## config.mk

```make
export PLATFORM = sky130hd
export DESIGN_NAME = cid_core
export DESIGN_NICKNAME = d
export VERILOG_FILES = /design/src/core/cid_pkg.sv /design/src/core/cid_ptr_unit.sv /design/src/core/cid_core.sv
export VERILOG_INCLUDE_DIRS = /design/src /design/src/core
export SDC_FILE = /design/constraint.sdc
export NUM_CORES = 1
export LEC_CHECK = 0
export BUFFER_PORTS_ARGS = -buffer_cell sky130_fd_sc_hd__buf_4
export CORE_AREA = 4 4 158 198
export CTS_BUF_LIST = sky130_fd_sc_hd__clkbuf_4 sky130_fd_sc_hd__clkbuf_8
export CTS_CLUSTER_DIAMETER = 150
export DETAILED_ROUTE_END_ITERATION = 10
export DIE_AREA = 0 0 162 202
export PLACE_DENSITY = 0.84
export SYNTH_ARGS = -nofsm -noshare
export SYNTH_HDL_FRONTEND = slang
export SYNTH_SLANG_ARGS = --single-unit
```

## constraint.sdc

```tcl
create_clock -name core_clk -period 9.9 [get_ports core_clk]
set_input_delay 0.99 -clock core_clk [delete_from_list [all_inputs] [get_ports core_clk]]
set_output_delay 0.99 -clock core_clk [all_outputs]
set_load 0.02 [all_outputs]
```

## src/core/cid_consts.svh

```systemverilog
// Overview of operation
// - Program counter changes take two cycles; the second cycle idles.
// - Indirect access to an address with its top bit set adds one cycle.
// - 0x000B branches relative by the accumulator, two cycles.
// - 0x000A calls a subroutine whose low target byte is the accumulator.
// - 0x0009 is the interrupt exit, two cycles.
// - 0x34kk exits a subroutine loading the literal into the accumulator.
// - 0x0008 is a plain subroutine exit, two cycles.
// - 0x0064 clears the watchdog in one cycle, setting expiry and power-down flags.
// - 0x0062 copies the accumulator into the prescaler configuration register.
// - 0x0001 requests a software reset of the whole device.
// - 0x0063 enters standby in one cycle, updating expiry and power-down flags.
// - 0x006f copies the accumulator into direction register f.
// - 0x310x/0x314x adds a literal to pointer n, flags untouched.
// - Pointer-add literal is signed six bits, added to the full pointer.
// - Pointer arithmetic wraps modulo 16 bits.
// - 0x001x loads accumulator through pointer n with inc/dec modifier, updating zero.
// - 0x3F0x loads accumulator from pointer n plus offset, updating zero.
// - Store of accumulator through pointer n with modifier, flags untouched.
// - 0x3F8x stores accumulator at pointer n plus offset.
// - And-literal ands accumulator with literal, updates zero only.
// - Add-literal adds literal to accumulator, updates carry, digit carry, zero.
// - And-file ands accumulator with f; d picks accumulator or f; updates zero.
`ifndef CID_CONSTS_SVH
`define CID_CONSTS_SVH

// Decode masks
`define CID_M_FULL 14'h3FFF
`define CID_M_LOW3 14'h3FF8
`define CID_M_PTR 14'h3F80
`define CID_M_LIT 14'h3F00

// Opcode patterns
`define CID_OP_IDLE 14'h0000
`define CID_OP_RESET 14'h0001
`define CID_OP_RETURN 14'h0008
`define CID_OP_IEXIT 14'h0009
`define CID_OP_CALLACC 14'h000A
`define CID_OP_BRACC 14'h000B
`define CID_OP_LOAD 14'h0010
`define CID_OP_STORE 14'h0018
`define CID_OP_DIR 14'h0060
`define CID_OP_OPTION 14'h0062
`define CID_OP_SLEEP 14'h0063
`define CID_OP_WDCLR 14'h0064
`define CID_OP_ANDF 14'h0500
`define CID_OP_PTRADD 14'h3100
`define CID_OP_LEXIT 14'h3400
`define CID_OP_ANDLIT 14'h3900
`define CID_OP_ADDLIT 14'h3E00
`define CID_OP_IDXLD 14'h3F00
`define CID_OP_IDXST 14'h3F80

// Field positions
`define CID_F_DEST 7
`define CID_F_NPTR 6
`define CID_F_NINC 2
`define CID_F_NWIN 0

// Pointer modifier codes
`define CID_MM_PREINC 2'h0
`define CID_MM_PREDEC 2'h1
`define CID_MM_POSTINC 2'h2
`define CID_MM_POSTDEC 2'h3

// Instruction cycle phases
`define CID_PH_FETCH 2'h0
`define CID_PH_ADDR 2'h1
`define CID_PH_READ 2'h2
`define CID_PH_WB 2'h3

// Status bit positions and reset values
`define CID_SB_C 0
`define CID_SB_DC 1
`define CID_SB_Z 2
`define CID_SB_PWD 3
`define CID_SB_EXP 4
`define CID_STATUS_RST 5'h18
`define CID_W_RST 8'h00
`define CID_OPTION_RST 8'hFF
`define CID_WIN_HI 6'h00

`endif

```

## src/core/cid_pkg.sv

```systemverilog
package cid_pkg;

    typedef enum logic [1:0] {
        cid_st_exec = 2'b00,
        cid_st_stall = 2'b01,
        cid_st_flush = 2'b10
    } cid_state_e;

    typedef logic [13:0] cid_word_t;

    function automatic logic cid_match(
        input cid_word_t word,
        input cid_word_t mask,
        input cid_word_t pat
    );
        return (word & mask) == pat;
    endfunction

endpackage

```

## src/core/cid_ptr_unit.sv

```systemverilog
`timescale 1ns/1ps
`default_nettype none
`include "cid_consts.svh"
module cid_ptr_unit
    import cid_pkg::*;
#(
    parameter int PW = 16
) (
    // Selected pointer
    input wire logic [PW-1:0] ptr,
    // Access shape
    input wire logic idx,
    input wire logic [1:0] mode,
    input wire logic [5:0] ofs,
    // Results
    output logic [PW-1:0] ea,
    output logic [PW-1:0] step,
    output logic [PW-1:0] sum
);
    logic [PW-1:0] ofs_x;
    logic [PW-1:0] inc_v;
    logic [PW-1:0] dec_v;
    logic pre_inc;
    logic pre_dec;
    logic up;

    assign ofs_x = {{(PW-6){ofs[5]}}, ofs};
    assign sum = ptr + ofs_x;
    assign inc_v = ptr + PW'(1);
    assign dec_v = ptr - PW'(1);
    assign pre_inc = (mode == `CID_MM_PREINC);
    assign pre_dec = (mode == `CID_MM_PREDEC);
    assign up = pre_inc || (mode == `CID_MM_POSTINC);
    // Pre modes access the updated pointer, post modes the old one
    assign ea = idx ? sum : (pre_inc ? inc_v : (pre_dec ? dec_v : ptr));
    assign step = up ? inc_v : dec_v;
endmodule
`default_nettype wire

```

## src/core/cid_core.sv

```systemverilog
`timescale 1ns/1ps
`default_nettype none
`include "cid_consts.svh"
module cid_core
    import cid_pkg::*;
#(
    parameter int PC_W = 15,
    parameter int PTR_W = 16,
    parameter int STK_DEPTH = 16,
    parameter int SP_W = 4
) (
    // Clock and reset
    input wire logic core_clk,
    input wire logic rst,
    // Program memory
    input wire logic [13:0] prog_word,
    input wire logic prog_valid,
    output logic [PC_W-1:0] prog_addr,
    output logic inst_take,
    // Data memory
    input wire logic [7:0] dm_rdata,
    output logic [PTR_W-1:0] dm_addr,
    output logic dm_rd,
    output logic dm_wr,
    output logic [7:0] dm_wdata,
    // Core state
    output logic [7:0] w_out,
    output logic [4:0] status_out,
    output logic [7:0] option_out,
    output logic [PTR_W-1:0] ptr0_out,
    output logic [PTR_W-1:0] ptr1_out,
    // Side effects
    output logic dir_wr,
    output logic [2:0] dir_sel,
    output logic [7:0] dir_data,
    output logic wdt_clr,
    output logic sleep_req,
    output logic soft_rst,
    output logic gie_set
);
    cid_state_e st_r;
    cid_state_e st_nxt;
    logic [1:0] q_r;
    logic [1:0] q_nxt;
    cid_word_t inst_r;
    logic [PC_W-1:0] stk [STK_DEPTH];
    logic [SP_W-1:0] sp_r;
    logic [SP_W-1:0] sp_dec;

    // Phase and fetch control
    logic live;
    logic ph_fetch;
    logic ph_addr;
    logic ph_read;
    logic ph_wb;
    logic hold;
    logic fetch_go;

    assign live = (st_r == cid_st_exec);
    assign ph_fetch = (q_r == `CID_PH_FETCH);
    assign ph_addr = (q_r == `CID_PH_ADDR);
    assign ph_read = (q_r == `CID_PH_READ);
    assign ph_wb = (q_r == `CID_PH_WB);
    assign hold = ph_fetch && live && !prog_valid;
    assign fetch_go = ph_fetch && live && prog_valid;
    assign q_nxt = hold ? q_r : q_r + 2'h1;

    // Instruction decode
    logic is_bracc;
    logic is_callacc;
    logic is_iexit;
    logic is_lexit;
    logic is_return;
    logic is_wdclr;
    logic is_option;
    logic is_reset;
    logic is_sleep;
    logic is_dir;
    logic is_ptradd;
    logic is_load;
    logic is_idxld;
    logic is_store;
    logic is_idxst;
    logic is_andlit;
    logic is_addlit;
    logic is_andf;

    assign is_bracc = live && cid_match(inst_r, `CID_M_FULL, `CID_OP_BRACC);
    assign is_callacc = live && cid_match(inst_r, `CID_M_FULL, `CID_OP_CALLACC);
    assign is_iexit = live && cid_match(inst_r, `CID_M_FULL, `CID_OP_IEXIT);
    assign is_lexit = live && cid_match(inst_r, `CID_M_LIT, `CID_OP_LEXIT);
    assign is_return = live && cid_match(inst_r, `CID_M_FULL, `CID_OP_RETURN);
    assign is_wdclr = live && cid_match(inst_r, `CID_M_FULL, `CID_OP_WDCLR);
    assign is_option = live && cid_match(inst_r, `CID_M_FULL, `CID_OP_OPTION);
    assign is_reset = live && cid_match(inst_r, `CID_M_FULL, `CID_OP_RESET);
    assign is_sleep = live && cid_match(inst_r, `CID_M_FULL, `CID_OP_SLEEP);
    // Direction loads share their range with three inherent ops
    assign is_dir = live && cid_match(inst_r, `CID_M_LOW3, `CID_OP_DIR)
        && !is_option && !is_sleep && !is_wdclr;
    assign is_ptradd = live && cid_match(inst_r, `CID_M_PTR, `CID_OP_PTRADD);
    assign is_load = live && cid_match(inst_r, `CID_M_LOW3, `CID_OP_LOAD);
    assign is_idxld = live && cid_match(inst_r, `CID_M_PTR, `CID_OP_IDXLD);
    assign is_store = live && cid_match(inst_r, `CID_M_LOW3, `CID_OP_STORE);
    assign is_idxst = live && cid_match(inst_r, `CID_M_PTR, `CID_OP_IDXST);
    assign is_andlit = live && cid_match(inst_r, `CID_M_LIT, `CID_OP_ANDLIT);
    assign is_addlit = live && cid_match(inst_r, `CID_M_LIT, `CID_OP_ADDLIT);
    assign is_andf = live && cid_match(inst_r, `CID_M_LIT, `CID_OP_ANDF);

    // Pointer selection and addressing
    logic by_ptr_field;
    logic by_inc_field;
    logic n_sel;
    logic win_hit;
    logic acc_ind;
    logic [PTR_W-1:0] ptr_sel;
    logic [PTR_W-1:0] ea;
    logic [PTR_W-1:0] step;
    logic [PTR_W-1:0] sum;
    logic [PTR_W-1:0] acc_addr;

    assign by_ptr_field = is_ptradd || is_idxld || is_idxst;
    assign by_inc_field = is_load || is_store;
    assign n_sel = by_ptr_field ? inst_r[`CID_F_NPTR]
        : (by_inc_field ? inst_r[`CID_F_NINC] : inst_r[`CID_F_NWIN]);
    assign ptr_sel = n_sel ? ptr1_out : ptr0_out;
    // File 0 and 1 are the indirect windows
    assign win_hit = is_andf && (inst_r[6:1] == `CID_WIN_HI);
    assign acc_ind = win_hit || by_inc_field || is_idxld || is_idxst;
    // Windows use the pointer as it stands, with no modifier
    assign acc_addr = win_hit ? ptr_sel : (acc_ind ? ea : {{(PTR_W-7){1'b0}}, inst_r[6:0]});

    cid_ptr_unit #(
        .PW(PTR_W)
    ) u_ptr (
        .ptr(ptr_sel),
        .idx(is_idxld || is_idxst),
        .mode(inst_r[1:0]),
        .ofs(inst_r[5:0]),
        .ea(ea),
        .step(step),
        .sum(sum)
    );

    // Data path
    logic dest_f;
    logic need_read;
    logic put_w;
    logic and_wr;
    logic [7:0] lit;
    logic [7:0] and_res;
    logic [8:0] add9;
    logic [4:0] add5;
    logic [7:0] alu_res;
    logic alu_we;
    logic w_we;
    logic z_we;

    assign dest_f = inst_r[`CID_F_DEST];
    assign lit = inst_r[7:0];
    assign need_read = is_andf || is_load || is_idxld;
    assign put_w = is_store || is_idxst;
    assign and_wr = is_andf && dest_f;
    assign and_res = w_out & dm_rdata;
    assign add9 = {1'b0, w_out} + {1'b0, lit};
    assign add5 = {1'b0, w_out[3:0]} + {1'b0, lit[3:0]};
    assign alu_res = is_andlit ? (w_out & lit)
        : (is_addlit ? add9[7:0]
        : (is_andf ? and_res : dm_rdata));
    assign alu_we = is_andlit || is_addlit || need_read;
    assign w_we = alu_we && !and_wr;
    assign z_we = alu_we;

    // Control flow
    logic pc_chg;
    logic pop;
    logic need_stall;
    logic [PC_W-1:0] pc_inc;
    logic [PC_W-1:0] bracc_tgt;
    logic [PC_W-1:0] callacc_tgt;
    logic [PC_W-1:0] pc_tgt;

    assign pop = is_iexit || is_lexit || is_return;
    assign pc_chg = is_bracc || is_callacc || pop;
    // Address latched in phase 1, before any pointer update moves it
    assign need_stall = acc_ind && dm_addr[PTR_W-1];
    assign sp_dec = sp_r - SP_W'(1);
    assign pc_inc = prog_addr + PC_W'(1);
    // Counter already points past this op
    assign bracc_tgt = prog_addr + {{(PC_W-8){1'b0}}, w_out};
    assign callacc_tgt = {prog_addr[PC_W-1:8], w_out};
    assign pc_tgt = is_bracc ? bracc_tgt : (is_callacc ? callacc_tgt : stk[sp_dec]);

    always_comb begin
        st_nxt = st_r;
        if (ph_wb) begin
            if (!live) begin
                st_nxt = cid_st_exec;
            end else if (pc_chg) begin
                st_nxt = cid_st_flush;
            end else if (need_stall) begin
                st_nxt = cid_st_stall;
            end else begin
                st_nxt = cid_st_exec;
            end
        end
    end

    always_ff @(posedge core_clk or posedge rst) begin
        if (rst) begin
            q_r <= `CID_PH_FETCH;
            st_r <= cid_st_exec;
        end else begin
            q_r <= q_nxt;
            st_r <= st_nxt;
        end
    end

    always_ff @(posedge core_clk or posedge rst) begin
        if (rst) begin
            inst_r <= `CID_OP_IDLE;
            inst_take <= 1'b0;
        end else begin
            inst_take <= fetch_go;
            if (fetch_go) begin
                inst_r <= prog_word;
            end
        end
    end

    always_ff @(posedge core_clk or posedge rst) begin
        if (rst) begin
            prog_addr <= '0;
            sp_r <= '0;
        end else if (fetch_go) begin
            prog_addr <= pc_inc;
        end else if (ph_wb && pc_chg) begin
            prog_addr <= pc_tgt;
            if (is_callacc) begin
                sp_r <= sp_r + SP_W'(1);
            end else if (pop) begin
                sp_r <= sp_dec;
            end
        end
    end

    // Return stack body, no reset needed
    always_ff @(posedge core_clk) begin
        if (ph_wb && is_callacc) begin
            stk[sp_r] <= prog_addr;
        end
    end

    // Data memory strobes
    always_ff @(posedge core_clk or posedge rst) begin
        if (rst) begin
            dm_addr <= '0;
            dm_rd <= 1'b0;
            dm_wr <= 1'b0;
            dm_wdata <= `CID_W_RST;
        end else begin
            dm_rd <= ph_addr && need_read;
            dm_wr <= (ph_addr && put_w) || (ph_read && and_wr);
            if (ph_addr) begin
                dm_addr <= acc_addr;
                dm_wdata <= w_out;
            end else if (ph_read && and_wr) begin
                dm_wdata <= and_res;
            end
        end
    end

    // Accumulator and flags
    always_ff @(posedge core_clk or posedge rst) begin
        if (rst) begin
            w_out <= `CID_W_RST;
        end else if (ph_read && w_we) begin
            w_out <= alu_res;
        end else if (ph_wb && is_lexit) begin
            w_out <= lit;
        end
    end

    always_ff @(posedge core_clk or posedge rst) begin
        if (rst) begin
            status_out <= `CID_STATUS_RST;
        end else if (ph_read) begin
            if (z_we) begin
                status_out[`CID_SB_Z] <= (alu_res == 8'h00);
            end
            if (is_addlit) begin
                status_out[`CID_SB_C] <= add9[8];
                status_out[`CID_SB_DC] <= add5[4];
            end
            if (is_wdclr || is_sleep) begin
                status_out[`CID_SB_EXP] <= 1'b1;
                status_out[`CID_SB_PWD] <= is_wdclr;
            end
        end
    end

    always_ff @(posedge core_clk or posedge rst) begin
        if (rst) begin
            option_out <= `CID_OPTION_RST;
        end else if (ph_read && is_option) begin
            option_out <= w_out;
        end
    end

    // Pointer updates leave the flags alone
    always_ff @(posedge core_clk or posedge rst) begin
        if (rst) begin
            ptr0_out <= '0;
            ptr1_out <= '0;
        end else if (ph_read && (is_ptradd || by_inc_field)) begin
            if (n_sel) begin
                ptr1_out <= is_ptradd ? sum : step;
            end else begin
                ptr0_out <= is_ptradd ? sum : step;
            end
        end
    end

    // One-clock side effect pulses
    always_ff @(posedge core_clk or posedge rst) begin
        if (rst) begin
            dir_wr <= 1'b0;
            dir_sel <= 3'h0;
            dir_data <= `CID_W_RST;
            wdt_clr <= 1'b0;
            sleep_req <= 1'b0;
            soft_rst <= 1'b0;
            gie_set <= 1'b0;
        end else begin
            dir_wr <= ph_read && is_dir;
            wdt_clr <= ph_read && is_wdclr;
            sleep_req <= ph_read && is_sleep;
            soft_rst <= ph_read && is_reset;
            gie_set <= ph_wb && is_iexit;
            if (ph_read && is_dir) begin
                dir_sel <= inst_r[2:0];
                dir_data <= w_out;
            end
        end
    end
endmodule
`default_nettype wire

```

# After elaboration in Yosys (flattened, before gate mapping)

Memory sizes are Yosys's and may differ from the RTL's.
Cells that the tools add are included.

Register bits: 132
RAM bits: 240
Bits of input ports: 25
Output and inout bits: 111
Memories: 1

Add/sub/neg operators: 10
Eq/ne operators: 24
Muxes and demuxes: 28
Bitwise gates (word level): 4
Reduce and logical (&&, ||, !) cells: 83

Memory list:

| name | depth | bits a word | read ports | clocked after Yosys merged registers in | wr ports | RTL line       | source |
|---|---|---|---|---|---|---|---|
| stk  | 16    | 15          | 1          | 0                                       | 1        | cid_core.sv:46 | `logic [PC_W-1:0] stk [STK_DEPTH];` |

Operator list:

| operator                | count |
|---|---|
| $mux W16                | 8 |
| $mux W15                | 4 |
| $eq A14 B4 Y1 const B   | 4 |
| $mux W8                 | 7 |
| $eq A14 B7 Y1 const B   | 3 |
| $logic_and A1 B1 Y1     | 42 |
| $eq A11 B2 Y1 const B   | 2 |
| $eq A7 B7 Y1 const B    | 3 |
| $logic_or A1 B1 Y1      | 20 |
| $eq A6 B6 Y1 const B    | 3 |
| $add A16 B1 Y16 const B | 1 |
| $add A16 B16 Y16        | 1 |
| $and A8 B8 Y8           | 2 |
| $sub A16 B1 Y16 const B | 1 |
| $add A15 B1 Y15 const B | 1 |
| $add A15 B8 Y15         | 1 |
| $eq A14 B1 Y1 const B   | 1 |
| $reduce_and A2 Y1       | 6 |
| $eq A11 B4 Y1 const B   | 1 |
| $add A8 B8 Y9           | 1 |
| $logic_not A8 Y1        | 1 |
| $mux W4                 | 2 |
| $reduce_bool A2 Y1      | 4 |
| $eq A2 B2 Y1 const B    | 3 |
| other kinds (14)        | 27 |

# Logic depth before layout (Yosys ltp)

Depth after elaboration: 12
Depth in mapped cells: 22
Depth with buffers taken out: 17

# Modules after synthesis

A second synthesis with hierarchy kept.

Cells, all modules: 1,427
Area, all modules: 18,524.0 µm²

By module, submodules not included:

| module       | instances | cells an instance | area an instance (µm²) | seq. area each (µm²) |
|---|---|---|---|---|
| cid_core     | 1         | 1,211             | 16,950.0               | 10,521.3 |
| cid_ptr_unit | 1         | 216               | 1,574.0                | 0.0 |

# Worst setup path before layout

No wires, ideal clock.

Kind: register -> register
From: reg inst_r[12]
To: reg dm_addr[14]
Library setup time: 137 ps
Data arrival time: 4,628 ps
Slack: 5,135 ps
Stages on the path, launching flop included: 22
Clock period less this slack: 4,765 ps
Cells stage by stage: dfrtp_1 or4_1 buf_2 or3_1 a21o_1 buf_4 nor2_8 buf_4 buf_4 mux2i_2 inv_1 ha_1 ha_1 a21o_1 a21oi_1 nor2_1 nor4_1 a31oi_1 a31oi_1 xnor2_1 a222oi_1 a21oi_1

Longest elaborated chain between the ends: 12
Elaborated cells on any way between the ends: 31
Those cells by class: 3 x add/sub; 6 x eq/ne; 8 x mux; 14 x reduce/logical

RTL lines:

| what                                                 | RTL line                         | source |
|---|---|---|
| from (decl)                                          | cid_core.sv:45                   | `cid_word_t inst_r;` |
| from (signal assigned)                               | cid_core.sv:220                  | `` inst_r <= `CID_OP_IDLE; `` |
| from (signal assigned)                               | cid_core.sv:225                  | `inst_r <= prog_word;` |
| $eq A11 B2 Y1 / $eq A7 B7 Y1 (equally long branches) | cid_pkg.sv:16                    | `return (word & mask) == pat;` |
| $logic_and A1 B1 Y1 (on tied branches)               | n/a                              |  |
| $logic_or A1 B1 Y1 (on tied branches)                | cid_core.sv:122, cid_core.sv:121 |  |
| $mux W1 / $logic_or A1 B1 Y1 (equally long branches) | cid_core.sv:124, cid_core.sv:121 |  |
| $mux W1                                              | cid_core.sv:123                  | `` assign n_sel = by_ptr_field ? inst_r[`CID_F_NPTR] `` |
| $mux W16                                             | cid_core.sv:125                  | `assign ptr_sel = n_sel ? ptr1_out : ptr0_out;` |
| $sub A16 B1 Y16                                      | cid_ptr_unit.sv:30               | `assign dec_v = ptr - PW'(1);` |
| $mux W16 (3 in a row)                                | cid_ptr_unit.sv:35               | `assign ea = idx ? sum : (pre_inc ? inc_v : (pre_dec ? dec_v : ptr));` |
| $mux W16                                             | cid_core.sv:130                  | `assign acc_addr = win_hit ? ptr_sel : (acc_ind ? ea : {{(PTR_W-7){1'b0}}, inst_r[6:0]});` |
| $mux W16 *                                           | cid_core.sv:130                  |  |
| to (signal assigned)                                 | cid_core.sv:264                  | `dm_addr <= acc_addr;` |
| to (decl)                                            | cid_core.sv:22                   | `output logic [PTR_W-1:0] dm_addr,` |

Mark *: on every way between the ends. The rest lies on a longest branch, timed or not.
A chain may end at the register's enable or synchronous reset.

# Final worst setup path

From: reg inst_r[5]
To: reg dm_addr[14]

Longest elaborated chain between the ends: 12
Elaborated cells on any way between the ends: 21
Those cells by class: 3 x add/sub; 2 x eq/ne; 8 x mux; 8 x reduce/logical

RTL lines:

| what                                   | RTL line                         | source |
|---|---|---|
| $eq A11 B2 Y1                          | cid_pkg.sv:16                    |  |
| $logic_and A1 B1 Y1 (on tied branches) | cid_core.sv:101, cid_core.sv:103 |  |
| $logic_or A1 B1 Y1                     | cid_core.sv:122                  | `assign by_inc_field = is_load \|\| is_store;` |
| $mux W1                                | cid_core.sv:124                  | `` : (by_inc_field ? inst_r[`CID_F_NINC] : inst_r[`CID_F_NWIN]); `` |
| $mux W1                                | cid_core.sv:123                  |  |
| $mux W16                               | cid_core.sv:125                  |  |
| $sub A16 B1 Y16                        | cid_ptr_unit.sv:30               |  |
| $mux W16 (3 in a row)                  | cid_ptr_unit.sv:35               |  |
| $mux W16                               | cid_core.sv:130                  |  |
| $mux W16 *                             | cid_core.sv:130                  |  |

Marks and branches as above.

==> run metrics <==
max-slew violations=0; final wirelength=~52000 µm; Area growth syn-to-layout=14.3%; initial antenna violation count=1; CP Launch Type=register; Nets=~1800; via count=14400; post-cts sizing count=0; Post-Syn Area per Cell=about 12 µm²; Yosys warnings=0; antenna-violating nets left=0; f_max=around 170 MHz; Num CTS Buffers=54; first-pass GRT wire length=81400 µm; Die Width=162 µm; Slowest-stage cell, CP=o21a_1; type of the worst min-delay path=in2async; Residual DRC=0; commonest non-fill, non-tap cells in the layout=240 x edfxtp_1, 218 x nand2_1, 175 x buf_4, 123 x o21ai_0, 122 x dfrtp_1; EDFF count, synth=240; initial core utilization=0.647; Die Ht=202 µm; total global routing overflow=0; CP bufs+invs=1; IO buf count=134; Peak VDD IR=0.000227 V; clock buffer depth=3; R2R Path Start=inst_r[5]; Critical Path End Type=register; Post-CTS Hold Fix Bufs=0; CTS H-Tree Depth=2; outcome=finished clean; Tcrit/Tclk final=0.583; Total Die Area=32700 µm²; synthesized instance count=1609; clock sink total=372; RSZ-0062 raised after global routing=false; critical path, cell by cell=or3b_2 -> nor4_2 -> o21a_1 -> nor2_8 -> mux2i_2 -> inv_1 -> ha_1 -> ha_1 -> a21o_1 -> a21oi_1 -> nor2_1 -> nor4_1 -> a31oi_1 -> a31oi_1 -> xnor2_1 -> a222oi_1 -> a21oi_1; worst-path fanout max=26; slowest stage delay, CP=0.81 ns; initial DRC count=1659; final non-filler cell total=2183; Setup TNS Final=0 ns; vias per inst=6.61; Post-CTS Setup Bufs=0; synth unique cells=86; Total Power=between 7000 and 8000 µW; register area share after synthesis=0.556; R2R cell count=17; final setup vio count=0; total track usage=0.320; skew final=0.0419 ns; row cnt=70; Worst EP arrival=6.26 ns; largest net degree at the start of global routing=69; # IOs=around 140; syn nets=around 1700; CP required=approximately 10 ns; power per cell area=around 330 nW/µm²; reg2reg end=dm_addr[14]; per-cell routed wire length=24.0 µm; minimum clock period=5.77 ns; Slew headroom=0.219; placed insts=2084; endpoints failing hold=0; dpl hpwl=35300 µm; commonest non-fill, non-tap cell in the layout=edfxtp_1; delay-heaviest family, CP=compound AO/OA/AOI/OAI gates; ys async rst share=0.355; root buffer cell=clkbuf_8; Clock transition at path regs=approximately 0.07 ns; Cell Area, Synth=18900 µm²; Core Area=29300 µm²; CTS tree=done; P_leak=0.00837 µW; worst-margin pin slew=approximately 1.2 ns; vias in the first global route=14100; layout cells sized above 1=0.217; First-pass DRT Iterations=6; Final GP Congestion=approximately 0.95; crit path kind=reg2reg; max_cap viols=0; register-to-register setup slack=between 4 and 5 ns; Seq cells post-synth=372; clk_lat worst skew=0.64 ns; Most used DFF post-synth=edfxtp_1
-- worst register-to-register path, stage by stage, from the launching register on --
cell and delay, ns:
dfrtp_1 0.71, or3b_2 0.67, nor4_2 0.32, o21a_1 0.82, nor2_8 0.24, mux2i_2 0.42, inv_1 0.11, ha_1 0.28
ha_1 0.23, a21o_1 0.16, a21oi_1 0.28, nor2_1 0.13, nor4_1 0.27, a31oi_1 0.21, a31oi_1 0.23, xnor2_1 0.11
a222oi_1 0.34, a21oi_1 0.11
-- Yosys cell counts (26+ instances only) --
library cell / n / share of area
edfxtp_1: 240 / 0.38
xnor2_1: 42 / 0.019
ha_1: 43 / 0.028
dfrtp_1: 123 / 0.16
nor2_1: 81 / 0.016
mux2i_1: 26 / 0.014
mux4_2: 69 / 0.082
clkbuf_1: 65 / 0.013
inv_1: 45 / 0.0089
a21oi_1: 100 / 0.026
o21ai_0: 123 / 0.033
nor3_1: 27 / 0.0071
nand2_1: 218 / 0.043
nand3_1: 51 / 0.013
-- through the flow --
stage,setup WS (ns),hold WS [ns],utilization,instance area (µm²)
global placement,4.42,0.462,0.697,20400
detailed placement,4.28,0.469,0.697,20400
global route,3.85,0.461,0.739,21600
finish,4.13,0.414,0.739,21600
CTS,4.27,0.428,0.739,21600
floorplan,5.14,0.498,-,18900
-- report_power, final --
part	switching, µW	internal (µW)	leakage [µW]	total [µW]
sequential	440	1950	0.00381	2390
clock	591	790	0.000646	1380
combinational	1960	1380	0.00392	3340
-- state kept, by name, summed over array words and instances, names as in the netlist --
signal	count
dm_rd	1
inst_r	14
ptr0_out	16
sleep_req	1
st_r	2
soft_rst	1
stk	240
gie_set	1
dir_wr	1
dir_data	8
wdt_clr	1
w_out	8
dm_addr	16
ptr1_out	16
prog_addr	15
option_out	8
dir_sel	3
sp_r	4
inst_take	1
status_out	4
q_r	2
dm_wr	1
dm_wdata	8
-- worst max-delay path by stage --
| stage | startpoint | endpoint | slack (ns) | cells after the start |
|---|---|---|---|---|
| after global routing | inst_r[5] | ptr1_out[15] | 3.85 | 16 |
| final | inst_r[5] | dm_addr[14] | 4.13 | 17 |
| after floorplan | inst_r[12] | dm_addr[14] | 5.14 | 21 |
| after detailed placement | inst_r[5] | dm_addr[14] | 4.28 | 17 |
| after global placement | inst_r[5] | dm_addr[14] | 4.42 | 17 |
| after CTS | inst_r[5] | dm_addr[15] | 4.27 | 15 |
-- cell families after synthesis --
family,count (synthesis),share of synthesized area
other,1,0.000198
and+or+nand+nor,489,0.122
AOI/OAI and AO/OA,393,0.129
adders and majority gates,45,0.0305
DFF,372,0.556
muxes,109,0.104
xor gates and xnor gates,57,0.0264
buffers and inverters,143,0.0307
-- layer usage --
metal,share of wire,GRT usage
met2,0.51,0.542
met4,0.042,0.135
met5,0,0
met1,0.37,0.412
met3,0.084,0.0540
-- cell type report --
| class | instances | area [µm²] |
|---|---|---|
| multi-input cells | 1094 | 7880 |
| clock inverters | 23 | 307 |
| well taps | 396 | 495 |
| flip-flops and latches | 372 | 10500 |
| diodes | 2 | 5.00 |
| repair buffers | 175 | 1310 |
| clock buffers | 74 | 918 |
| fillers | 1917 | 7630 |
| inverters | 47 | 181 |
Note: power is estimated with default switching activity, not from simulation.
